File: src/pcm_out_pkg.sv
// constants for the serial pcm output configuration and transmitter
// assumes a parallel register port from the control-bus decoder
// Function
// - bit clock is oversample clock over 2(1+N)
// - 32 or 64 bit clocks per frame
// - 16-bit: oversample equals 2(1+N)*32*Fs
// - wide: oversample equals 2(1+N)*64*Fs
// - bit 6 selects lsb-first shifting
// - bit 5 left/right justification, wide only
// - bit 4 inverts word-select polarity
// - bit 3 alternate framing, cleared by resets
// - bit 2 selects bit-clock launch edge
// - bits 1:0 select sample precision
// - routing: straight, left dup, right dup, swap
// - adpcm codes map to 8/16/32 kHz
// - pll output divider divides by value+1
// - core and host both write pll divider
// - clock mode one holds oversample frequency
// - clock mode zero tracks rate, 256 default
// - fraction bytes concatenate into 16-bit value
package pcm_out_pkg;
    // register offsets
    localparam logic [7:0] ADDR_ADPCM_RATE  = 8'h53;
    localparam logic [7:0] ADDR_BCLK_DIV    = 8'h54;
    localparam logic [7:0] ADDR_PCM_FORMAT  = 8'h55;
    localparam logic [7:0] ADDR_ROUTING     = 8'h56;
    localparam logic [7:0] ADDR_PLL_OUT_DIV = 8'h61;
    localparam logic [7:0] ADDR_CLOCK_MODE  = 8'h63;
    localparam logic [7:0] ADDR_FRAC_LOW    = 8'h64;
    localparam logic [7:0] ADDR_FRAC_HIGH   = 8'h65;
    // reset values
    localparam logic [7:0] RST_ADPCM_RATE   = 8'h00;
    localparam logic [7:0] RST_BCLK_DIV     = 8'h01;
    localparam logic [7:0] RST_PCM_FORMAT   = 8'h21;
    localparam logic [7:0] RST_ROUTING      = 8'h00;
    localparam logic [7:0] RST_PLL_OUT_DIV  = 8'h07;
    localparam logic [7:0] RST_CLOCK_MODE   = 8'h00;
    localparam logic [7:0] RST_FRAC_LOW     = 8'h46;
    localparam logic [7:0] RST_FRAC_HIGH    = 8'h5B;
    // writable bit masks, reserved bits read zero
    localparam logic [7:0] MASK_ADPCM_RATE  = 8'h1F;
    localparam logic [7:0] MASK_PCM_FORMAT  = 8'h7F;
    localparam logic [7:0] MASK_ROUTING     = 8'h03;
    localparam logic [7:0] MASK_PLL_OUT_DIV = 8'h1F;
    localparam logic [7:0] MASK_CLOCK_MODE  = 8'h01;
    // format field positions
    localparam int FMT_LSB_FIRST = 6;
    localparam int FMT_JUSTIFY   = 5;
    localparam int FMT_POLARITY  = 4;
    localparam int FMT_ALT_FRAME = 3;
    localparam int FMT_LAUNCH    = 2;
    localparam int FMT_WIDTH_HI  = 1;
    // slots per channel half
    localparam logic [6:0] HALF_NARROW = 7'h10;
    localparam logic [6:0] HALF_WIDE   = 7'h20;
    // log2 of 2 * bit clocks per frame, for the oversample factor
    localparam int FACTOR_SHIFT_NARROW = 6;
    localparam int FACTOR_SHIFT_WIDE   = 7;
    // adpcm rate codes and their rates in kHz
    localparam logic [4:0] ADPCM_CODE_8K  = 5'h02;
    localparam logic [4:0] ADPCM_CODE_16K = 5'h0A;
    localparam logic [4:0] ADPCM_CODE_32K = 5'h0E;
    localparam logic [5:0] RATE_8K        = 6'h08;
    localparam logic [5:0] RATE_16K       = 6'h10;
    localparam logic [5:0] RATE_32K       = 6'h20;
    // valid-bit masks for the 24-bit msb-aligned sample
    localparam logic [23:0] KEEP_18 = 24'hFFFFC0;
    localparam logic [23:0] KEEP_20 = 24'hFFFFF0;
    localparam logic [23:0] KEEP_24 = 24'hFFFFFF;
    localparam int SHIFT_18 = 6;
    localparam int SHIFT_20 = 4;
    // routing codes
    typedef enum logic [1:0] {
        ROUTE_STRAIGHT = 2'b00,
        ROUTE_LEFT_DUP = 2'b01,
        ROUTE_RIGHT_DUP = 2'b10,
        ROUTE_SWAP     = 2'b11
    } route_e;
endpackage

File: src/pcm_output_config.sv
// pcm output configuration registers, clock divider and transmitter
// assumes samples and register strobes come from logic on ref_clk
`timescale 1ns/100ps
module pcm_output_config
    import pcm_out_pkg::*;
#(
    parameter int SAMPLE_W = 24
) (
    // clock and resets
    input  wire logic                  ref_clk,
    input  wire logic                  rst,
    input  wire logic                  soft_rst,
    // register port
    input  wire logic [7:0]            reg_addr,
    input  wire logic [7:0]            reg_wdata,
    input  wire logic                  reg_wr,
    input  wire logic                  reg_rd,
    output logic      [7:0]            reg_rdata,
    // decoder core rewrite of the pll output divider
    input  wire logic                  core_div_wr,
    input  wire logic [4:0]            core_div_value,
    // sample stream in
    input  wire logic [SAMPLE_W-1:0]   smp_left,
    input  wire logic [SAMPLE_W-1:0]   smp_right,
    input  wire logic                  smp_valid,
    output logic                       smp_ready,
    // serial link to the dac
    output logic                       serial_bit_clock,
    output logic                       word_select_clock,
    output logic                       serial_data,
    // clock configuration out
    output logic      [15:0]           oversample_factor,
    output logic                       clk_tracks_rate,
    output logic      [4:0]            pll_output_divider,
    output logic      [15:0]           pll_fraction,
    output logic      [5:0]            adpcm_rate_khz
);

////////////////////////////////////////////////////////////////////////
    logic        sreset;
    logic [7:0]  adpcm_rate_select_ff;
    logic [7:0]  bit_clock_divider_reg_ff;
    logic [7:0]  pcm_format_config_ff;
    logic [7:0]  channel_routing_ff;
    logic [7:0]  pll_output_divider_reg_ff;
    logic [7:0]  oversample_clock_mode_ff;
    logic [7:0]  pll_fraction_low_ff;
    logic [7:0]  pll_fraction_high_ff;
    logic [7:0]  nxt_rdata;
    logic [7:0]  reg_rdata_ff;

    // both hardware and software reset restore the registers
    assign sreset = rst | soft_rst;

    always_ff @(posedge ref_clk) begin
        if (sreset) begin
            adpcm_rate_select_ff     <= RST_ADPCM_RATE;
            bit_clock_divider_reg_ff <= RST_BCLK_DIV;
            pcm_format_config_ff     <= RST_PCM_FORMAT;
            channel_routing_ff       <= RST_ROUTING;
            oversample_clock_mode_ff <= RST_CLOCK_MODE;
            pll_fraction_low_ff      <= RST_FRAC_LOW;
            pll_fraction_high_ff     <= RST_FRAC_HIGH;
        end else if (reg_wr) begin
            case (reg_addr)
                ADDR_ADPCM_RATE:
                    adpcm_rate_select_ff <= reg_wdata & MASK_ADPCM_RATE;
                ADDR_BCLK_DIV:
                    bit_clock_divider_reg_ff <= reg_wdata;
                ADDR_PCM_FORMAT:
                    pcm_format_config_ff <= reg_wdata & MASK_PCM_FORMAT;
                ADDR_ROUTING:
                    channel_routing_ff <= reg_wdata & MASK_ROUTING;
                ADDR_CLOCK_MODE:
                    oversample_clock_mode_ff <= reg_wdata & MASK_CLOCK_MODE;
                ADDR_FRAC_LOW:
                    pll_fraction_low_ff <= reg_wdata;
                ADDR_FRAC_HIGH:
                    pll_fraction_high_ff <= reg_wdata;
                default: begin
                end
            endcase
        end
    end

    // core rewrite wins over a host write in the same cycle, and is
    // ignored while the clock mode pins the oversample frequency
    always_ff @(posedge ref_clk) begin
        if (sreset) begin
            pll_output_divider_reg_ff <= RST_PLL_OUT_DIV;
        end else if (core_div_wr && !oversample_clock_mode_ff[0]) begin
            pll_output_divider_reg_ff <= {3'h0, core_div_value};
        end else if (reg_wr && reg_addr == ADDR_PLL_OUT_DIV) begin
            pll_output_divider_reg_ff <= reg_wdata & MASK_PLL_OUT_DIV;
        end
    end

    always_comb begin
        case (reg_addr)
            ADDR_ADPCM_RATE:  nxt_rdata = adpcm_rate_select_ff;
            ADDR_BCLK_DIV:    nxt_rdata = bit_clock_divider_reg_ff;
            ADDR_PCM_FORMAT:  nxt_rdata = pcm_format_config_ff;
            ADDR_ROUTING:     nxt_rdata = channel_routing_ff;
            ADDR_PLL_OUT_DIV: nxt_rdata = pll_output_divider_reg_ff;
            ADDR_CLOCK_MODE:  nxt_rdata = oversample_clock_mode_ff;
            ADDR_FRAC_LOW:    nxt_rdata = pll_fraction_low_ff;
            ADDR_FRAC_HIGH:   nxt_rdata = pll_fraction_high_ff;
            default:          nxt_rdata = 8'h00;
        endcase
    end

    // read data holds until the next read strobe
    always_ff @(posedge ref_clk) begin
        if (sreset) begin
            reg_rdata_ff <= 8'h00;
        end else if (reg_rd) begin
            reg_rdata_ff <= nxt_rdata;
        end
    end
    assign reg_rdata = reg_rdata_ff;

////////////////////////////////////////////////////////////////////////
    logic        lsb_first_select;
    logic        justify_select;
    logic        frame_clock_polarity;
    logic        alt_frame;
    logic        launch_rising;
    logic [1:0]  sample_width;
    logic        wide_mode;
    logic [6:0]  half_len;
    logic [6:0]  last_pos;

    assign lsb_first_select     = pcm_format_config_ff[FMT_LSB_FIRST];
    assign justify_select       = pcm_format_config_ff[FMT_JUSTIFY];
    assign frame_clock_polarity = pcm_format_config_ff[FMT_POLARITY];
    assign alt_frame            = pcm_format_config_ff[FMT_ALT_FRAME];
    assign launch_rising        = pcm_format_config_ff[FMT_LAUNCH];
    assign sample_width = pcm_format_config_ff[FMT_WIDTH_HI -: 2];
    assign wide_mode    = sample_width != 2'b00;
    assign half_len     = wide_mode ? HALF_WIDE : HALF_NARROW;
    assign last_pos     = 7'((half_len << 1) - 7'h01);

    logic [15:0] oversample_factor_ff;
    logic [5:0]  adpcm_rate_khz_ff;
    logic [5:0]  nxt_rate;

    always_comb begin
        case (adpcm_rate_select_ff[4:0])
            ADPCM_CODE_8K:  nxt_rate = RATE_8K;
            ADPCM_CODE_16K: nxt_rate = RATE_16K;
            ADPCM_CODE_32K: nxt_rate = RATE_32K;
            default:        nxt_rate = 6'h00;
        endcase
    end

    // factor = 2(1+N) * bit clocks per frame
    always_ff @(posedge ref_clk) begin
        if (sreset) begin
            oversample_factor_ff <= 16'h0000;
            adpcm_rate_khz_ff    <= 6'h00;
        end else begin
            oversample_factor_ff <= wide_mode
                ? 16'(({8'h00, bit_clock_divider_reg_ff} + 16'h0001)
                      << FACTOR_SHIFT_WIDE)
                : 16'(({8'h00, bit_clock_divider_reg_ff} + 16'h0001)
                      << FACTOR_SHIFT_NARROW);
            adpcm_rate_khz_ff <= nxt_rate;
        end
    end

    assign oversample_factor  = oversample_factor_ff;
    assign clk_tracks_rate    = ~oversample_clock_mode_ff[0];
    assign pll_output_divider = pll_output_divider_reg_ff[4:0];
    assign pll_fraction = {pll_fraction_high_ff, pll_fraction_low_ff};
    assign adpcm_rate_khz     = adpcm_rate_khz_ff;

////////////////////////////////////////////////////////////////////////
    // two-entry buffer: a stalled transmitter back-pressures the source
    logic [2*SAMPLE_W-1:0] buf_mem [2];
    logic                  buf_wr_ptr_ff;
    logic                  buf_rd_ptr_ff;
    logic [1:0]            buf_cnt_ff;
    logic                  buf_valid;
    logic                  buf_push;
    logic                  buf_pop;

    assign smp_ready = buf_cnt_ff != 2'h2;
    assign buf_valid = buf_cnt_ff != 2'h0;
    assign buf_push  = smp_valid & smp_ready;

    always_ff @(posedge ref_clk) begin
        if (buf_push) begin
            buf_mem[buf_wr_ptr_ff] <= {smp_left, smp_right};
        end
    end

    always_ff @(posedge ref_clk) begin
        if (sreset) begin
            buf_wr_ptr_ff <= 1'b0;
            buf_rd_ptr_ff <= 1'b0;
            buf_cnt_ff    <= 2'h0;
        end else begin
            if (buf_push) begin
                buf_wr_ptr_ff <= ~buf_wr_ptr_ff;
            end
            if (buf_pop) begin
                buf_rd_ptr_ff <= ~buf_rd_ptr_ff;
            end
            buf_cnt_ff <= 2'(buf_cnt_ff + {1'b0, buf_push}
                             - {1'b0, buf_pop});
        end
    end

////////////////////////////////////////////////////////////////////////
    logic [7:0]  div_cnt_ff;
    logic        bclk_ff;
    logic        bclk_toggle;
    logic        launch;

    // ref_clk stands in for the oversample clock
    assign bclk_toggle = div_cnt_ff >= bit_clock_divider_reg_ff;
    assign launch      = bclk_toggle && (~bclk_ff == launch_rising);

    always_ff @(posedge ref_clk) begin
        if (sreset) begin
            div_cnt_ff <= 8'h00;
            bclk_ff    <= 1'b0;
        end else if (bclk_toggle) begin
            div_cnt_ff <= 8'h00;
            bclk_ff    <= ~bclk_ff;
        end else begin
            div_cnt_ff <= 8'(div_cnt_ff + 8'h01);
        end
    end

    logic [6:0]  pos_ff;
    logic [6:0]  nxt_pos;
    logic [6:0]  slot;
    logic [4:0]  slot_bit;
    logic [4:0]  bit_idx;
    logic [31:0] cur_word;
    logic [31:0] cur_left_ff;
    logic [31:0] cur_right_ff;
    logic [31:0] hold_right_ff;
    logic [SAMPLE_W-1:0] pop_left;
    logic [SAMPLE_W-1:0] pop_right;
    logic [SAMPLE_W-1:0] out_left;
    logic [SAMPLE_W-1:0] out_right;
    logic        ws_ff;
    logic        sdata_ff;

    assign nxt_pos = (pos_ff >= last_pos) ? 7'h00 : 7'(pos_ff + 7'h01);
    // standard framing delays data one bit behind word select
    assign slot = alt_frame ? nxt_pos
                : ((nxt_pos == 7'h00) ? last_pos
                                      : 7'(nxt_pos - 7'h01));
    assign cur_word = (slot >= half_len) ? cur_right_ff : cur_left_ff;
    assign slot_bit = 5'((slot >= half_len) ? slot - half_len : slot);
    assign bit_idx  = lsb_first_select
        ? 5'(slot_bit + (wide_mode ? 5'h00 : 5'h10))
        : 5'(5'h1F - slot_bit);
    assign buf_pop  = launch && nxt_pos == last_pos && buf_valid;
    assign {pop_left, pop_right} = buf_mem[buf_rd_ptr_ff];

    always_comb begin
        case (route_e'(channel_routing_ff[1:0]))
            ROUTE_LEFT_DUP:  {out_left, out_right} = {pop_left, pop_left};
            ROUTE_RIGHT_DUP: {out_left, out_right} = {pop_right, pop_right};
            ROUTE_SWAP:      {out_left, out_right} = {pop_right, pop_left};
            default:         {out_left, out_right} = {pop_left, pop_right};
        endcase
    end

    // builds the slot image: narrow keeps the top 16 bits, wide modes
    // mask to precision and justify within the 32-bit slot
    function automatic logic [31:0] slot_image(
        input logic [23:0] smp,
        input logic [1:0]  width,
        input logic        left_aligned
    );
        logic [23:0] kept;
        logic [31:0] img;
        kept = smp;
        img  = 32'h0000_0000;
        case (width)
            2'b00: img = {smp[23:8], 16'h0000};
            2'b01: begin
                kept = smp & KEEP_18;
                img  = left_aligned ? {kept, 8'h00}
                     : ({8'h00, kept} >> SHIFT_18);
            end
            2'b10: begin
                kept = smp & KEEP_20;
                img  = left_aligned ? {kept, 8'h00}
                     : ({8'h00, kept} >> SHIFT_20);
            end
            default: begin
                kept = smp & KEEP_24;
                img  = left_aligned ? {kept, 8'h00} : {8'h00, kept};
            end
        endcase
        return img;
    endfunction

    // left loads one launch before its half, right likewise; an empty
    // buffer sends silence rather than stalling the link
    always_ff @(posedge ref_clk) begin
        if (sreset) begin
            pos_ff        <= 7'h00;
            cur_left_ff   <= 32'h0000_0000;
            cur_right_ff  <= 32'h0000_0000;
            hold_right_ff <= 32'h0000_0000;
            ws_ff         <= 1'b0;
            sdata_ff      <= 1'b0;
        end else if (launch) begin
            pos_ff   <= nxt_pos;
            sdata_ff <= cur_word[bit_idx];
            ws_ff    <= (nxt_pos >= half_len) ^ frame_clock_polarity;
            if (nxt_pos == last_pos) begin
                cur_left_ff <= buf_valid
                    ? slot_image(24'(out_left), sample_width, justify_select)
                    : 32'h0000_0000;
                hold_right_ff <= buf_valid
                    ? slot_image(24'(out_right), sample_width, justify_select)
                    : 32'h0000_0000;
            end
            if (nxt_pos == 7'(half_len - 7'h01)) begin
                cur_right_ff <= hold_right_ff;
            end
        end
    end

    assign serial_bit_clock  = bclk_ff;
    assign word_select_clock = ws_ff;
    assign serial_data       = sdata_ff;

    logic       prev_bclk_ff;
    logic [8:0] run_ff;
    logic [7:0] div_seen_ff;

    always_ff @(posedge ref_clk) begin
        if (sreset) begin
            prev_bclk_ff <= 1'b0;
            run_ff       <= 9'h000;
            div_seen_ff  <= RST_BCLK_DIV;
        end else begin
            prev_bclk_ff <= bclk_ff;
            run_ff <= (bclk_ff != prev_bclk_ff) ? 9'h001
                                                : 9'(run_ff + 9'h001);
            if (bclk_ff != prev_bclk_ff) begin
                div_seen_ff <= bit_clock_divider_reg_ff;
            end
        end
    end
endmodule

File: config.mk
export PLATFORM = sky130hd
export DESIGN_NAME = pcm_output_config
export DESIGN_NICKNAME = d
export VERILOG_FILES = /design/src/pcm_out_pkg.sv /design/src/pcm_output_config.sv
export SDC_FILE = /design/constraint.sdc
export NUM_CORES = 1
export LEC_CHECK = 0
export BUFFER_PORTS_ARGS = -buffer_cell sky130_fd_sc_hd__buf_2
export CAP_MARGIN = 15
export CORE_ASPECT_RATIO = 1.2
export CORE_UTILIZATION = 64
export DETAILED_ROUTE_END_ITERATION = 10
export MAX_ROUTING_LAYER = met4
export PLACE_DENSITY = 0.91
export SETUP_SLACK_MARGIN = 0.15
export SLEW_MARGIN = 20
export SYNTH_ARGS = -nofsm -noshare
export SYNTH_HDL_FRONTEND = slang
export SYNTH_SLANG_ARGS = --single-unit
File: constraint.sdc
create_clock -name ref_clk -period 12.1 [get_ports ref_clk]
set_input_delay 1.815 -clock ref_clk [delete_from_list [all_inputs] [get_ports ref_clk]]
set_output_delay 1.815 -clock ref_clk [all_outputs]
set_load 0.01 [all_outputs]
==> results.md <==
* Status: finished, final reports clean
* TritonCTS clock tree: done
* Initial drt markers at 1296
* Die ar. at 22400 um^2
* Crit path DAT at 7.66 ns
* Peak VDD IR at 0.156 mV
* Final period utilization at 59.7%
* TritonCTS Buffers at 27
* Hold endpoint: cur_right_ff[19]
* Ys async rst share at 0%
* Share of layout cells above drive strength 1 at 16.4%
* Final ANT Viol Nets at 0
* Vias post-DR at 12100
* Wire per inst at 20.0 um
* DR pass1 iterations at 7
* Worst-path clk slew at 0.07 ns
* Fillers at 1489
* Max Clock Skew at 0.0200 ns
* Synth warn at 0
* R2R Path End: serial_data
* Main flop type after synthesis: dfxtp_1
* Leakage dissipation at 0.00555 uW
* HPWL after DPL at 26200 um
* Cells after Synth at 1532
* Actual slew at the worst max-slew pin at 1.10 ns
* Nets at 1684
* First-pass GRT wire length at 59400 um
* Min-delay src: cur_right_ff[19]
* Core Rows at 58
* All-Layer GR Usage at 34.8%
* Fin Setup TNS at 0 ns
* Worst Hold Class: flop to flop
* Buffers on Ports at 122
* Htree depth at 1
* RD Place Congestion at 0.981
* Mapped Area at 14000 um^2
* EDFF count, synth at 96
* Slew Viols, Final at 0
* CP startpoint kind: flop
* Yosys reg bits at 280
* Pwr dens at 128 nW/um^2
* Number of global-route vias before repair at 11700
* Critical path fanouts, max at 71
* Max cap viols at 0
* FF-to-FF path depth at 22
* Unrepaired setup endpoints after global routing: no
* Hold WS at 0.449 ns
* Setup Crit Path Kind: flop to flop
* Fmax at 138 MHz
* Number of distinct library cells after synthesis at 80
* Fin area at 15500 um^2
* Placement Cell Area at 14600 um^2
* Final WL at 37600 um
* Slew HR at 26.5%
* Setup violations, final at 0
* Mean Syn Cell Area at 9.13 um^2
* CTS Root Cell: clkbuf_16
* Reg2reg start: pcm_format_config_ff[1]
* Cell Count, Final, Fillers Out at 1879
* Worst-skew pair later-pin latency at 0.56 ns
* Area delta synth->final at 11.1%
* Top Ports at 132
* CTS Hold Bufs at 0
* Initial antenna violation count at 1
* CTS Buffer Depth at 3
* Die W at 137 um
* Drt drc at 0
* Setup Buffers After CTS at 0
* Vias per cell at 6.45
* Final worst path period need at 7.22 ns
* Cell Count Post-Placement at 1828
* CTS resizes at 0
* Core box area at 21200 um^2
* Most common cell after layout, fill and taps aside: nand2_1
* Sink Count at 280
* Die height at 164 um
* Critical Path RT at 12.54 ns
* Total global routing overflow at 0
* Final hold vios at 0
* Pin count of the biggest net entering global routing at 82
* Most frequent cells in the layout: nand2_1 (250), dfxtp_1 (182), nor2_1 (160)
* Sequential area share after synthesis at 47.0%
* Reg2reg setup slack at 4.88 ns
* Hold path cells at 2
* Setup crit end kind: flop
* Starting density of the core at 66.0%
power breakdown:
group | internal [uW] | switching [uW] | leakage [uW]
logic | 39.1 | 76.6 | 0.00272
registers | 992 | 8.26 | 0.00238
clock network | 496 | 369 | 0.000442
total | 1530 | 453 | 0.00555
Yosys cell counts, types with 6 or more instances:
library cell,number,area share [%]
and2_1,15,0.67
edfxtp_1,96,21
mux2i_1,49,3.5
a221oi_1,8,0.50
a21o_1,9,0.48
xor2_1,13,0.81
nor2b_1,10,0.45
and3_1,6,0.27
a22oi_1,74,4.0
or2_2,10,0.45
nor3_1,12,0.43
buf_4,12,0.64
nand2_1,250,6.7
nand3_1,62,2.2
ha_1,21,1.9
a211oi_1,15,0.81
dfxtp_1,184,26
a21oi_1,118,4.2
xnor2_1,17,1.1
clkbuf_1,87,2.3
inv_1,23,0.62
o22ai_1,9,0.40
nand2b_1,8,0.36
o21ai_0,72,2.6
buf_2,11,0.39
buf_1,8,0.21
nor2_1,162,4.3
nand4_1,6,0.27
a31oi_1,14,0.63
o211ai_1,23,1.2
mux4_2,23,3.7
mux2_2,15,1.2
state kept, by name, indices dropped and copies added (netlist names), 8 cells and up, named ones only:
register / flops
buf_mem: 96
cur_left_ff: 32
cur_right_ff: 32
hold_right_ff: 32
oversample_factor: 10
bit_clock_divider_reg_ff: 8
div_cnt_ff: 8
pll_fraction_high_ff: 8
pll_fraction_low_ff: 8
reg_rdata: 8
cell families after synthesis:
family / Yosys count / share of synthesized area (%)
muxes: 88 / 8.50
xor gates and xnor gates: 31 / 2.00
and+or+nand+nor: 569 / 17.8
AOI/OAI and AO/OA: 395 / 18.4
buffers and inverters: 147 / 4.43
other: 1 / 0.0268
DFF: 280 / 47.0
adders and majority gates: 21 / 1.88
metal layers:
| metal | wire length, um | GRT usage (%) |
|---|---|---|
| met1 | 14100 | 40.4 |
| met3 | 3040 | 5.74 |
| met4 | 1910 | 17.8 |
| met2 | 18500 | 58.0 |
| met5 | 0 | - |
how the worst max path moves through the flow:
stage / from / end / slack (ns) / cells past startpoint
floorplan: pcm_format_config_ff[1] / serial_data / 6.93 / 24
global placement: pcm_format_config_ff[1] / serial_data / 5.36 / 23
detailed placement: pcm_format_config_ff[1] / serial_data / 5.12 / 22
CTS: pcm_format_config_ff[1] / serial_data / 5.09 / 22
global route: pcm_format_config_ff[1] / serial_data / 4.38 / 22
finish: pcm_format_config_ff[1] / serial_data / 4.88 / 22
worst max-delay path, cell delays in order, from the launching register on:
cell	delay [ns]
dfxtp_2	0.32
buf_4	0.50
clkinv_1	0.65
nand2_1	0.69
clkinv_1	0.55
ha_1	0.37
or2_1	0.33
a311oi_2	0.51
inv_1	0.16
ha_1	0.26
nor2b_1	0.17
and2_1	0.26
nor2_1	0.18
ha_1	0.17
inv_1	0.05
a21oi_1	0.51
nand3_1	0.28
a221oi_1	0.32
o21ai_0	0.12
a21o_1	0.23
a311o_1	0.25
nand4b_1	0.10
nand3_1	0.08
metrics by stage:
stage                     power, uW  setup WS (ns)  utilization (%)
after floorplan                1090           6.93                -
after global placement         1130           5.36             68.9
after detailed placement       1130           5.12             68.9
after CTS                      1980           5.09             73.3
after global routing           2030           4.38             73.3
final                          1980           4.88             73.3
cell type report:
cell class | count | area [um^2] | share of cell area [%]
diodes | 1 | 2.50 | 0.0161
clock buffers | 31 | 721 | 4.64
clock inverters | 19 | 204 | 1.31
inverters | 27 | 101 | 0.653
multi-input cells | 1113 | 6860 | 44.2
flip-flops and latches | 280 | 6570 | 42.3
well taps | 270 | 338 | 2.18
repair buffers | 138 | 731 | 4.71
Power figures use the tool's default switching activity.
